**src/inc/hs_int_sched_pkg.sv**
```systemverilog
// Constants, field layout and register map of the interrupt microframe scheduler
// How it works
// - Each of eight slots gets a 3-bit result, slot 7 highest, after completion
// - Result bit0 error any direction, bit1 babble IN only, bit2 underrun OUT only
// - Transactions issue only when frame field is zero or matches bus frame, and slot bit set
// - All mask bits set issues a transaction in every microframe of the frame
// - Every fourth mask bit set issues a transaction every fourth microframe
`default_nettype none
package hs_int_sched_pkg;

   // Bus geometry
   localparam int unsigned ADR_W  = 8;
   localparam int unsigned DAT_W  = 32;
   localparam int unsigned SEL_W  = 4;

   // Register byte offsets
   localparam logic [7:0] OFF_WORD_FOUR = 8'h00;
   localparam logic [7:0] OFF_WORD_TWO  = 8'h04;
   localparam logic [7:0] OFF_CTRL      = 8'h08;
   localparam logic [7:0] OFF_INT_STAT  = 8'h0C;
   localparam logic [7:0] OFF_INT_MASK  = 8'h10;
   localparam logic [7:0] OFF_STATE     = 8'h14;

   // Descriptor word four layout
   localparam int unsigned SLOTS     = 8;
   localparam int unsigned SLOT_W    = 3;
   localparam int unsigned MASK_LSB  = 0;
   localparam int unsigned RES_W     = 3;
   localparam int unsigned RES_LSB   = 8;
   localparam int unsigned RES_ERR_BIT      = 0;
   localparam int unsigned RES_BABBLE_BIT   = 1;
   localparam int unsigned RES_UNDERRUN_BIT = 2;

   // Descriptor word two layout
   localparam int unsigned TWO_W     = 8;
   localparam int unsigned FRAME_LSB = 3;
   localparam int unsigned FRAME_W   = 5;
   localparam int unsigned FNUM_W    = 11;

   // Control bits
   localparam int unsigned CTRL_W      = 2;
   localparam int unsigned CTRL_EN_BIT = 0;
   localparam int unsigned CTRL_IN_BIT = 1;

   // Interrupt events
   localparam int unsigned IRQ_W        = 3;
   localparam int unsigned IRQ_DONE_BIT = 0;
   localparam int unsigned IRQ_ERR_BIT  = 1;
   localparam int unsigned IRQ_MISS_BIT = 2;

   // State register fields
   localparam int unsigned STATE_BUSY_BIT = 0;
   localparam int unsigned STATE_SLOT_LSB = 1;

   // Reset values
   localparam logic [SLOTS-1:0]       MASK_RST = 8'h00;
   localparam logic [SLOTS*RES_W-1:0] RES_RST  = 24'h000000;
   localparam logic [TWO_W-1:0]       TWO_RST  = 8'h00;
   localparam logic [CTRL_W-1:0]      CTRL_RST = 2'h0;
   localparam logic [IRQ_W-1:0]       IRQ_RST  = 3'h0;
   localparam logic [DAT_W-1:0]       ZERO_W   = 32'h00000000;

   // One-hot mask for a slot index
   function automatic logic [SLOTS-1:0] slot_onehot(input logic [SLOT_W-1:0] slot);
      logic [SLOTS-1:0] v;
      v = MASK_RST;
      v[slot] = 1'b1;
      return v;
   endfunction

endpackage
`default_nettype wire

```
**src/hdl/hs_interrupt_uframe_sched_status.sv**
```systemverilog
// Microframe scheduler and per-slot result store for high-speed interrupt transfers
//
// Design decisions made here: the register offsets and the Wishbone interface to the registers.
`timescale 1ns/100ps
`default_nettype none
module hs_interrupt_uframe_sched_status
(
   input  wire logic                                  mclk_i,
   input  wire logic                                  nrst_i,
   input  wire logic                                  wb_cyc_i,
   input  wire logic                                  wb_stb_i,
   input  wire logic                                  wb_we_i,
   input  wire logic [hs_int_sched_pkg::ADR_W-1:0]    wb_adr_i,
   input  wire logic [hs_int_sched_pkg::SEL_W-1:0]    wb_sel_i,
   input  wire logic [hs_int_sched_pkg::DAT_W-1:0]    wb_dat_i,
   output logic [hs_int_sched_pkg::DAT_W-1:0]         wb_dat_o,
   output logic                                       wb_ack_o,
   input  wire logic                                  sof_i,
   input  wire logic [hs_int_sched_pkg::FNUM_W-1:0]   frame_num_i,
   input  wire logic [hs_int_sched_pkg::SLOT_W-1:0]   uframe_i,
   output logic                                       txn_req_o,
   output logic [hs_int_sched_pkg::SLOT_W-1:0]        txn_slot_o,
   output logic                                       txn_in_o,
   input  wire logic                                  txn_done_i,
   input  wire logic                                  txn_err_i,
   input  wire logic                                  txn_babble_i,
   input  wire logic                                  txn_underrun_i,
   output logic                                       irq_o
);

   typedef enum logic [0:0] {ST_IDLE, ST_BUSY} sched_state_e;

   localparam int unsigned SLOTS  = hs_int_sched_pkg::SLOTS;
   localparam int unsigned RES_W  = hs_int_sched_pkg::RES_W;
   localparam int unsigned IRQ_W  = hs_int_sched_pkg::IRQ_W;
   localparam int unsigned TWO_W  = hs_int_sched_pkg::TWO_W;

   sched_state_e                       state_q;
   logic [SLOTS-1:0]                   mask_q;
   logic [SLOTS*RES_W-1:0]             results_q;
   logic [TWO_W-1:0]                   word_two_q;
   logic [hs_int_sched_pkg::CTRL_W-1:0] ctrl_q;
   logic [hs_int_sched_pkg::SLOT_W-1:0] slot_q;
   logic                               dir_in_q;
   logic                               ack_q;
   logic [hs_int_sched_pkg::DAT_W-1:0] dat_q;
   logic [IRQ_W-1:0]                   irq_stat;
   logic [IRQ_W-1:0]                   irq_mask;
   logic [IRQ_W-1:0]                   irq_set;
   logic [IRQ_W-1:0]                   irq_clr;
   logic [RES_W-1:0]                   res_now;
   logic                               bus_acc;
   logic                               bus_done;
   logic                               wr_done;
   logic                               rd_done;
   logic                               byte0_wr;
   logic                               txn_fin;
   logic                               frame_hit;
   logic                               slot_armed;
   logic [SLOTS-1:0]                   sw_set;
   logic [SLOTS-1:0]                   hw_clr;
   // Next values, issue decision and per-register strobes
   logic [SLOTS-1:0]                   mask_d;
   logic [SLOTS*RES_W-1:0]             results_d;
   logic                               busy;
   logic                               issue;
   logic                               wr_four;
   logic                               wr_two;
   logic                               wr_ctrl;
   logic                               wr_mask;
   logic                               rd_stat;

   // Frame field of zero means every frame; else the low frame bits must match
   function automatic logic frame_match
   (
      input logic [hs_int_sched_pkg::FRAME_W-1:0] field,
      input logic [hs_int_sched_pkg::FNUM_W-1:0]  fnum
   );
      logic hit;
      hit = (field == '0) || (field == fnum[hs_int_sched_pkg::FRAME_W-1:0]);
      return hit;
   endfunction

   // Access strobe aimed at one register offset
   function automatic logic reg_hit
   (
      input logic                               strobe,
      input logic [hs_int_sched_pkg::ADR_W-1:0] adr,
      input logic [hs_int_sched_pkg::ADR_W-1:0] off
   );
      logic hit;
      hit = strobe && (adr == off);
      return hit;
   endfunction

   // Read view of each register; unmapped reads zero
   function automatic logic [hs_int_sched_pkg::DAT_W-1:0] read_word
   (
      input logic [hs_int_sched_pkg::ADR_W-1:0] adr
   );
      logic [hs_int_sched_pkg::DAT_W-1:0] v;
      v = hs_int_sched_pkg::ZERO_W;
      unique case (adr)
         hs_int_sched_pkg::OFF_WORD_FOUR:
         begin
            v[hs_int_sched_pkg::MASK_LSB +: SLOTS] = mask_q;
            v[hs_int_sched_pkg::RES_LSB +: SLOTS*RES_W] = results_q;
         end
         hs_int_sched_pkg::OFF_WORD_TWO:
            v[TWO_W-1:0] = word_two_q;
         hs_int_sched_pkg::OFF_CTRL:
            v[hs_int_sched_pkg::CTRL_W-1:0] = ctrl_q;
         hs_int_sched_pkg::OFF_INT_STAT:
            v[IRQ_W-1:0] = irq_stat;
         hs_int_sched_pkg::OFF_INT_MASK:
            v[IRQ_W-1:0] = irq_mask;
         hs_int_sched_pkg::OFF_STATE:
         begin
            v[hs_int_sched_pkg::STATE_BUSY_BIT] = (state_q == ST_BUSY);
            v[hs_int_sched_pkg::STATE_SLOT_LSB +: hs_int_sched_pkg::SLOT_W] = slot_q;
         end
         default:
            v = hs_int_sched_pkg::ZERO_W;
      endcase
      return v;
   endfunction

   // Bus strobes: writes and read side effects land on the edge that sees ack
   assign bus_acc  = wb_cyc_i & wb_stb_i;
   assign bus_done = bus_acc & ack_q;
   assign wr_done  = bus_done & wb_we_i;
   assign rd_done  = bus_done & ~wb_we_i;
   assign byte0_wr = wr_done & wb_sel_i[0];

   // Per-register strobes; every writable field sits in byte lane zero
   assign wr_four = reg_hit(byte0_wr, wb_adr_i, hs_int_sched_pkg::OFF_WORD_FOUR);
   assign wr_two  = reg_hit(byte0_wr, wb_adr_i, hs_int_sched_pkg::OFF_WORD_TWO);
   assign wr_ctrl = reg_hit(byte0_wr, wb_adr_i, hs_int_sched_pkg::OFF_CTRL);
   assign wr_mask = reg_hit(byte0_wr, wb_adr_i, hs_int_sched_pkg::OFF_INT_MASK);
   assign rd_stat = reg_hit(rd_done, wb_adr_i, hs_int_sched_pkg::OFF_INT_STAT);

   // Single registered ack, one wait state, drops the cycle after
   always_ff @(posedge mclk_i or negedge nrst_i)
   begin
      if (!nrst_i)
         ack_q <= 1'b0;
      else
         ack_q <= bus_acc & ~ack_q;
   end

   // Read data captured with the ack so it stands while ack is high
   always_ff @(posedge mclk_i or negedge nrst_i)
   begin
      if (!nrst_i)
         dat_q <= hs_int_sched_pkg::ZERO_W;
      else if (bus_acc & ~ack_q)
         dat_q <= read_word(wb_adr_i);
   end

   // Bus outputs straight from flops
   assign wb_ack_o = ack_q;
   assign wb_dat_o = dat_q;

   // Descriptor word two, frame field steers the scheduler
   always_ff @(posedge mclk_i or negedge nrst_i)
   begin
      if (!nrst_i)
         word_two_q <= hs_int_sched_pkg::TWO_RST;
      else if (wr_two)
         word_two_q <= wb_dat_i[TWO_W-1:0];
   end

   // Control: enable and direction of the endpoint
   always_ff @(posedge mclk_i or negedge nrst_i)
   begin
      if (!nrst_i)
         ctrl_q <= hs_int_sched_pkg::CTRL_RST;
      else if (wr_ctrl)
         ctrl_q <= wb_dat_i[hs_int_sched_pkg::CTRL_W-1:0];
   end

   // Slot mask: software ORs in ones, hardware clears the handled slot
   assign sw_set = wr_four ?
                   wb_dat_i[hs_int_sched_pkg::MASK_LSB +: SLOTS] : hs_int_sched_pkg::MASK_RST;
   assign txn_fin = busy & txn_done_i;
   assign hw_clr  = txn_fin ? hs_int_sched_pkg::slot_onehot(slot_q) : hs_int_sched_pkg::MASK_RST;

   // A re-arm in the finishing cycle wins so a new request is not dropped
   always_comb
   begin
      mask_d = mask_q & ~hw_clr;
      mask_d = mask_d | sw_set;
   end

   // Slot mask register
   always_ff @(posedge mclk_i or negedge nrst_i)
   begin
      if (!nrst_i)
         mask_q <= hs_int_sched_pkg::MASK_RST;
      else
         mask_q <= mask_d;
   end

   // Outcome encoding of the finishing transaction
   slot_result_encode u_encode
   (
      .dir_in_i   (dir_in_q),
      .err_i      (txn_err_i),
      .babble_i   (txn_babble_i),
      .underrun_i (txn_underrun_i),
      .result_o   (res_now)
   );

   // Result of a slot written when its transaction ends, slot 7 on top
   always_comb
   begin
      results_d = results_q;
      if (txn_fin)
         results_d[slot_q*RES_W +: RES_W] = res_now;
   end

   // Results register; software has no way to clear it
   always_ff @(posedge mclk_i or negedge nrst_i)
   begin
      if (!nrst_i)
         results_q <= hs_int_sched_pkg::RES_RST;
      else
         results_q <= results_d;
   end

   // Issue decision at each microframe start
   assign frame_hit  = frame_match(word_two_q[hs_int_sched_pkg::FRAME_LSB +:
                                   hs_int_sched_pkg::FRAME_W], frame_num_i);
   assign slot_armed = mask_q[uframe_i];
   assign busy       = (state_q == ST_BUSY);
   assign issue      = sof_i & ctrl_q[hs_int_sched_pkg::CTRL_EN_BIT] & frame_hit &
                       slot_armed & ~busy;

   // Scheduler: one transaction in flight; a start while busy is counted a miss
   always_ff @(posedge mclk_i or negedge nrst_i)
   begin
      if (!nrst_i)
         state_q <= ST_IDLE;
      else
      begin
         unique case (state_q)
            ST_IDLE:
               if (issue)
                  state_q <= ST_BUSY;
            ST_BUSY:
               if (txn_done_i)
                  state_q <= ST_IDLE;
         endcase
      end
   end

   // Slot of the issued transaction, held until its done
   always_ff @(posedge mclk_i or negedge nrst_i)
   begin
      if (!nrst_i)
         slot_q <= '0;
      else if (issue)
         slot_q <= uframe_i;
   end

   // Direction latched at issue so a control write mid-flight cannot skew the result
   always_ff @(posedge mclk_i or negedge nrst_i)
   begin
      if (!nrst_i)
         dir_in_q <= 1'b0;
      else if (issue)
         dir_in_q <= ctrl_q[hs_int_sched_pkg::CTRL_IN_BIT];
   end

   // Link outputs come straight from flops
   assign txn_req_o  = busy;
   assign txn_slot_o = slot_q;
   assign txn_in_o   = dir_in_q;

   // Events; read clears only the bits that were reported
   always_comb
   begin
      irq_set = hs_int_sched_pkg::IRQ_RST;
      irq_set[hs_int_sched_pkg::IRQ_DONE_BIT] = txn_fin;
      irq_set[hs_int_sched_pkg::IRQ_ERR_BIT]  = txn_fin & (|res_now);
      irq_set[hs_int_sched_pkg::IRQ_MISS_BIT] = sof_i & busy;
   end

   // Read clears only what that read returned, so an event in flight is kept
   assign irq_clr = rd_stat ? dat_q[IRQ_W-1:0] :
                    hs_int_sched_pkg::IRQ_RST;

   // Sticky events, mask and level line
   irq_sticky #(.W(IRQ_W)) u_irq
   (
      .mclk_i     (mclk_i),
      .nrst_i     (nrst_i),
      .set_i      (irq_set),
      .clr_i      (irq_clr),
      .mask_wr_i  (wr_mask),
      .mask_dat_i (wb_dat_i[IRQ_W-1:0]),
      .status_o   (irq_stat),
      .mask_o     (irq_mask),
      .irq_o      (irq_o)
   );

endmodule
`default_nettype wire

```
**src/hdl/slot_result_encode.sv**
```systemverilog
// Encodes one transaction outcome into a 3-bit slot result
`timescale 1ns/100ps
`default_nettype none
module slot_result_encode
(
   input  wire logic       dir_in_i,
   input  wire logic       err_i,
   input  wire logic       babble_i,
   input  wire logic       underrun_i,
   output logic [2:0]      result_o
);

   // Babble only counts on IN, underrun only on OUT
   always_comb
   begin
      result_o = 3'h0;
      result_o[hs_int_sched_pkg::RES_ERR_BIT]      = err_i;
      result_o[hs_int_sched_pkg::RES_BABBLE_BIT]   = babble_i & dir_in_i;
      result_o[hs_int_sched_pkg::RES_UNDERRUN_BIT] = underrun_i & ~dir_in_i;
   end

endmodule
`default_nettype wire

```
**src/hdl/irq_sticky.sv**
```systemverilog
// Sticky interrupt status with read-clear, mask and level output
`timescale 1ns/100ps
`default_nettype none
module irq_sticky
#(
   parameter int unsigned W = 3
)
(
   input  wire logic         mclk_i,
   input  wire logic         nrst_i,
   input  wire logic [W-1:0] set_i,
   input  wire logic [W-1:0] clr_i,
   input  wire logic         mask_wr_i,
   input  wire logic [W-1:0] mask_dat_i,
   output logic [W-1:0]      status_o,
   output logic [W-1:0]      mask_o,
   output logic              irq_o
);

   // Set beats clear so an event landing on a read is kept
   always_ff @(posedge mclk_i or negedge nrst_i)
   begin
      if (!nrst_i)
         status_o <= '0;
      else
         status_o <= (status_o & ~clr_i) | set_i;
   end

   // Mask written whole by software
   always_ff @(posedge mclk_i or negedge nrst_i)
   begin
      if (!nrst_i)
         mask_o <= '0;
      else if (mask_wr_i)
         mask_o <= mask_dat_i;
   end

   assign irq_o = |(status_o & mask_o);

endmodule
`default_nettype wire

```
**config.mk**
```make
export PLATFORM = sky130hd
export DESIGN_NAME = hs_interrupt_uframe_sched_status
export DESIGN_NICKNAME = d
export VERILOG_FILES = /design/src/inc/hs_int_sched_pkg.sv /design/src/hdl/hs_interrupt_uframe_sched_status.sv /design/src/hdl/slot_result_encode.sv /design/src/hdl/irq_sticky.sv
export SDC_FILE = /design/constraint.sdc
export NUM_CORES = 1
export LEC_CHECK = 0
export BUFFER_PORTS_ARGS = -buffer_cell sky130_fd_sc_hd__buf_2
export CAP_MARGIN = 25
export CORE_ASPECT_RATIO = 0.8
export CORE_UTILIZATION = 52
export DETAILED_ROUTE_END_ITERATION = 8
export PLACE_DENSITY = 0.85
export SLEW_MARGIN = 15
export SYNTH_ARGS = -nofsm -noshare
export SYNTH_HDL_FRONTEND = slang
export SYNTH_HIERARCHICAL = 1
export SYNTH_SLANG_ARGS = --single-unit
```
**constraint.sdc**
```tcl
create_clock -name mclk_i -period 2.6 [get_ports mclk_i]
set_input_delay 0.52 -clock mclk_i [delete_from_list [all_inputs] [get_ports mclk_i]]
set_output_delay 0.52 -clock mclk_i [all_outputs]
set_load 0.02 [all_outputs]
```
==> results.md <==
* Drt drc at 0
* Synth top area cells: dfrtp_1 55%, mux2_2 9.5%, a22o_1 7.6%
* Worst setup path class: reg2reg
* Worst clock skew at 0.00885 ns
* Cell Rows at 27
* Proportion of netlist area held by the largest area contributor at 55.1%
* RSZ-0062 raised after global routing: no
* Die W at 98.9 µm
* Largest net degree at the start of global routing at 48
* Layout Cells excl Fill at 482
* Htree depth at 3
* Sequential fraction of the synthesis area at 55.1%
* Status: complete, no violations
* Hold slack at 0.137 ns
* Total gr overflow at 0
* Placed cell count at 466
* Clk_lat worst skew at 0.36 ns
* CTS tree: done
* Nets at 461
* Setup TNS at 0 ns
* Crit path max-delay family: flip-flops
* Min Tclk post-route at 2.04 ns
* Max_slew headroom at 58.6%
* Finished Core Util at 64.9%
* CTS Buffer Depth at 2
* Maxcap violations at 0
* Pwr dens at 512 nW/µm²
* F_max at 489 MHz
* Global-route wire length before repair at 14,800 µm
* Synth async-reset ratio at 100%
* Number of slew-limit violations in the final report at 0
* Slew @ Worst Pin at 0.616 ns
* Via-to-Cell Ratio at 5.78
* Post-synth EDFFs at 0
* CTS Buf Count at 9
* Worst r2r src: txn_slot_o[0]
* Mapped Cells at 311
* Final setup viols at 0
* Postcts setup bufs at 0
* Initial DRC count at 211
* Post-DP HPWL at 6310 µm
* Max incr delay on CP at 0.57 ns
* GRT Util Overall at 24.5%
* Diode count at 0
* WL/cell at 18.0 µm
* Max VDD drop at 0.352 mV
* Req. time, crit path at 2.84 ns
* Post-Route WL at 8680 µm
* Static Leak at 2.40 nW
* Root Buffer: clkbuf_8
* CP max-delay cell: dfrtp_1
* Syn Nets at 382
* CP bufs+invs at 2
* DIE HEIGHT at 79.5 µm
* Initial Utilization at 55.3%
* Synth warnings at 6
* Yosys cell types at 49
* Startpoint Class: flip-flop
* Die area at 7860 µm²
* Fillers at 538
* Initial antenna violation count at 0
* Yosys top cell by area: dfrtp_1
* Layout cells sized above 1 at 37.5%
* Crit path DAT at 2.29 ns
* Tcrit/Tclk final at 78.6%
* PostCTS Resize Cnt at 0
* Synth Cell Area at 3900 µm²
* Synthesized flop and latch total at 86
* First-pass DRT Iterations at 5
* Clock transition at path regs at 0.08 ns
* Mean Syn Cell Area at 12.5 µm²
* Ports at 107
* Gpl congestion at 0.826
* CP cell instances: inv_1 -> ha_1 -> mux2i_1 -> nor4_1 -> buf_4 -> mux2_2
* Final Hold Fails at 0
* Area Overhead vs Synth at 17.3%
* Worst Setup SP: txn_slot_o[0]
* Sink Count at 86
* Hold_buf cts at 0
* Core area at 7060 µm²
* DR vias at 2,784
* Worst min-delay path category: in2async
* PortBufs at 73
* Routed Antenna Nets at 0
* Critical path peak fanout at 11
* Vias in the first global route at 2,884
* Crit end category: flip-flop
* Top FF cell, synth: dfrtp_1
==> path summary, 6_finish.rpt <==
check                                 to  slack [ns]  depth (start not counted)
max in group asynchronous      txn_req_o        1.84                          2
max                        results_q[14]        0.56                          6
max reg2reg                results_q[14]        0.56                          6
min                        word_two_q[7]        0.14                          1
min in group mclk_i            txn_req_o        0.41                          2
min reg2reg                  wb_dat_o[3]        0.49                          2
==> state kept, by name, summed over array words and instances (netlist names) <==
signal and cells:
wb_ack_o 1, wb_dat_o 32, results_q 24, word_two_q 8
u_irq/status_o 3, u_irq/mask_o 3, txn_slot_o 3, ctrl_q 2
mask_q 8, txn_in_o 1, txn_req_o 1
==> synthesized netlist by cell type, drive strengths merged, types with 2 or more instances <==
master   n
a21o     3
a21oi    3
a221oi   2
a22o    34
and2     5
and3     5
buf      6
clkbuf   8
dfrtp   86
ha       3
inv     12
mux2    44
mux2i   11
nand2   19
nand3    8
nand3b   2
nor2    18
nor2b    2
nor3     5
nor4     3
o21ai    4
o31ai    5
or4      2
xnor2    6
==> cells in the final DEF (no fill, tap or decap), types with 2 or more instances in the layout <==
cell type,count
a221oi_1,2
ha_1,3
a22o_1,34
mux2_4,8
clkinvlp_4,3
a21o_1,3
clkinv_2,2
clkbuf_8,9
mux2_1,3
nand3_1,8
xnor2_1,6
nand3b_1,2
a21oi_1,3
nor2_1,18
dfrtp_1,86
o31ai_1,5
o21ai_0,4
mux2_2,33
buf_4,8
nor2b_1,2
and2_1,4
and3_1,5
buf_12,2
buf_2,72
mux2i_1,11
nand2_1,19
nor3_1,3
nor4_1,2
inv_1,12
==> layout make-up <==
type / count / area (µm²) / area share, %
clock inverters: 7 / 50.0 / 1.09
multi-input cells: 199 / 1640 / 35.8
flip-flops and latches: 86 / 2150 / 47.0
clock buffers: 9 / 124 / 2.70
inverters: 12 / 45.0 / 0.984
repair buffers: 82 / 460 / 10.1
well taps: 87 / 109 / 2.38
==> per-stage QoR <==
step           cell area (µm²)  setup WS [ns]  total power [mW]
3_5_place_dp              4410          0.219              1.53
5_1_grt                   4580          0.428              2.44
4_1_cts                   4580          0.555              2.36
3_3_place_gp              4410          0.229              1.53
2_1_floorplan             3900          0.325              1.45
6_report                  4580          0.556              2.34
==> power by group <==
group / switching, mW / internal [mW]
Clock: 0.488 / 0.348
Combinational: 0.0938 / 0.0530
Sequential: 0.0104 / 1.35
Total: 0.593 / 1.75
==> metal layers <==
layer | global-route usage [%] | vias up | wire length (µm) | part of all wire, %
li1 | - | 1295 | - | -
met1 | 36.1 | 1404 | 4180 | 48
met5 | 0 | - | 0 | 0
met2 | 36.5 | 75 | 3990 | 46
met4 | 7.31 | 0 | 89 | 1.0
met3 | 5.25 | 10 | 414 | 4.8
==> cells by family (layout without fill, tap and decap cells) <==
kind of cell / after synthesis / after routing / share of synthesized area, %
fa+ha+maj: 3 / 3 / 0.962
compound gates: 57 / 57 / 11.8
xor+xnor: 7 / 7 / 1.57
buf+inv: 26 / 110 / 2.85
simple gates: 76 / 76 / 10.8
flops: 86 / 86 / 55.1
mux: 56 / 56 / 16.9
(Power assumes the default switching activity.)
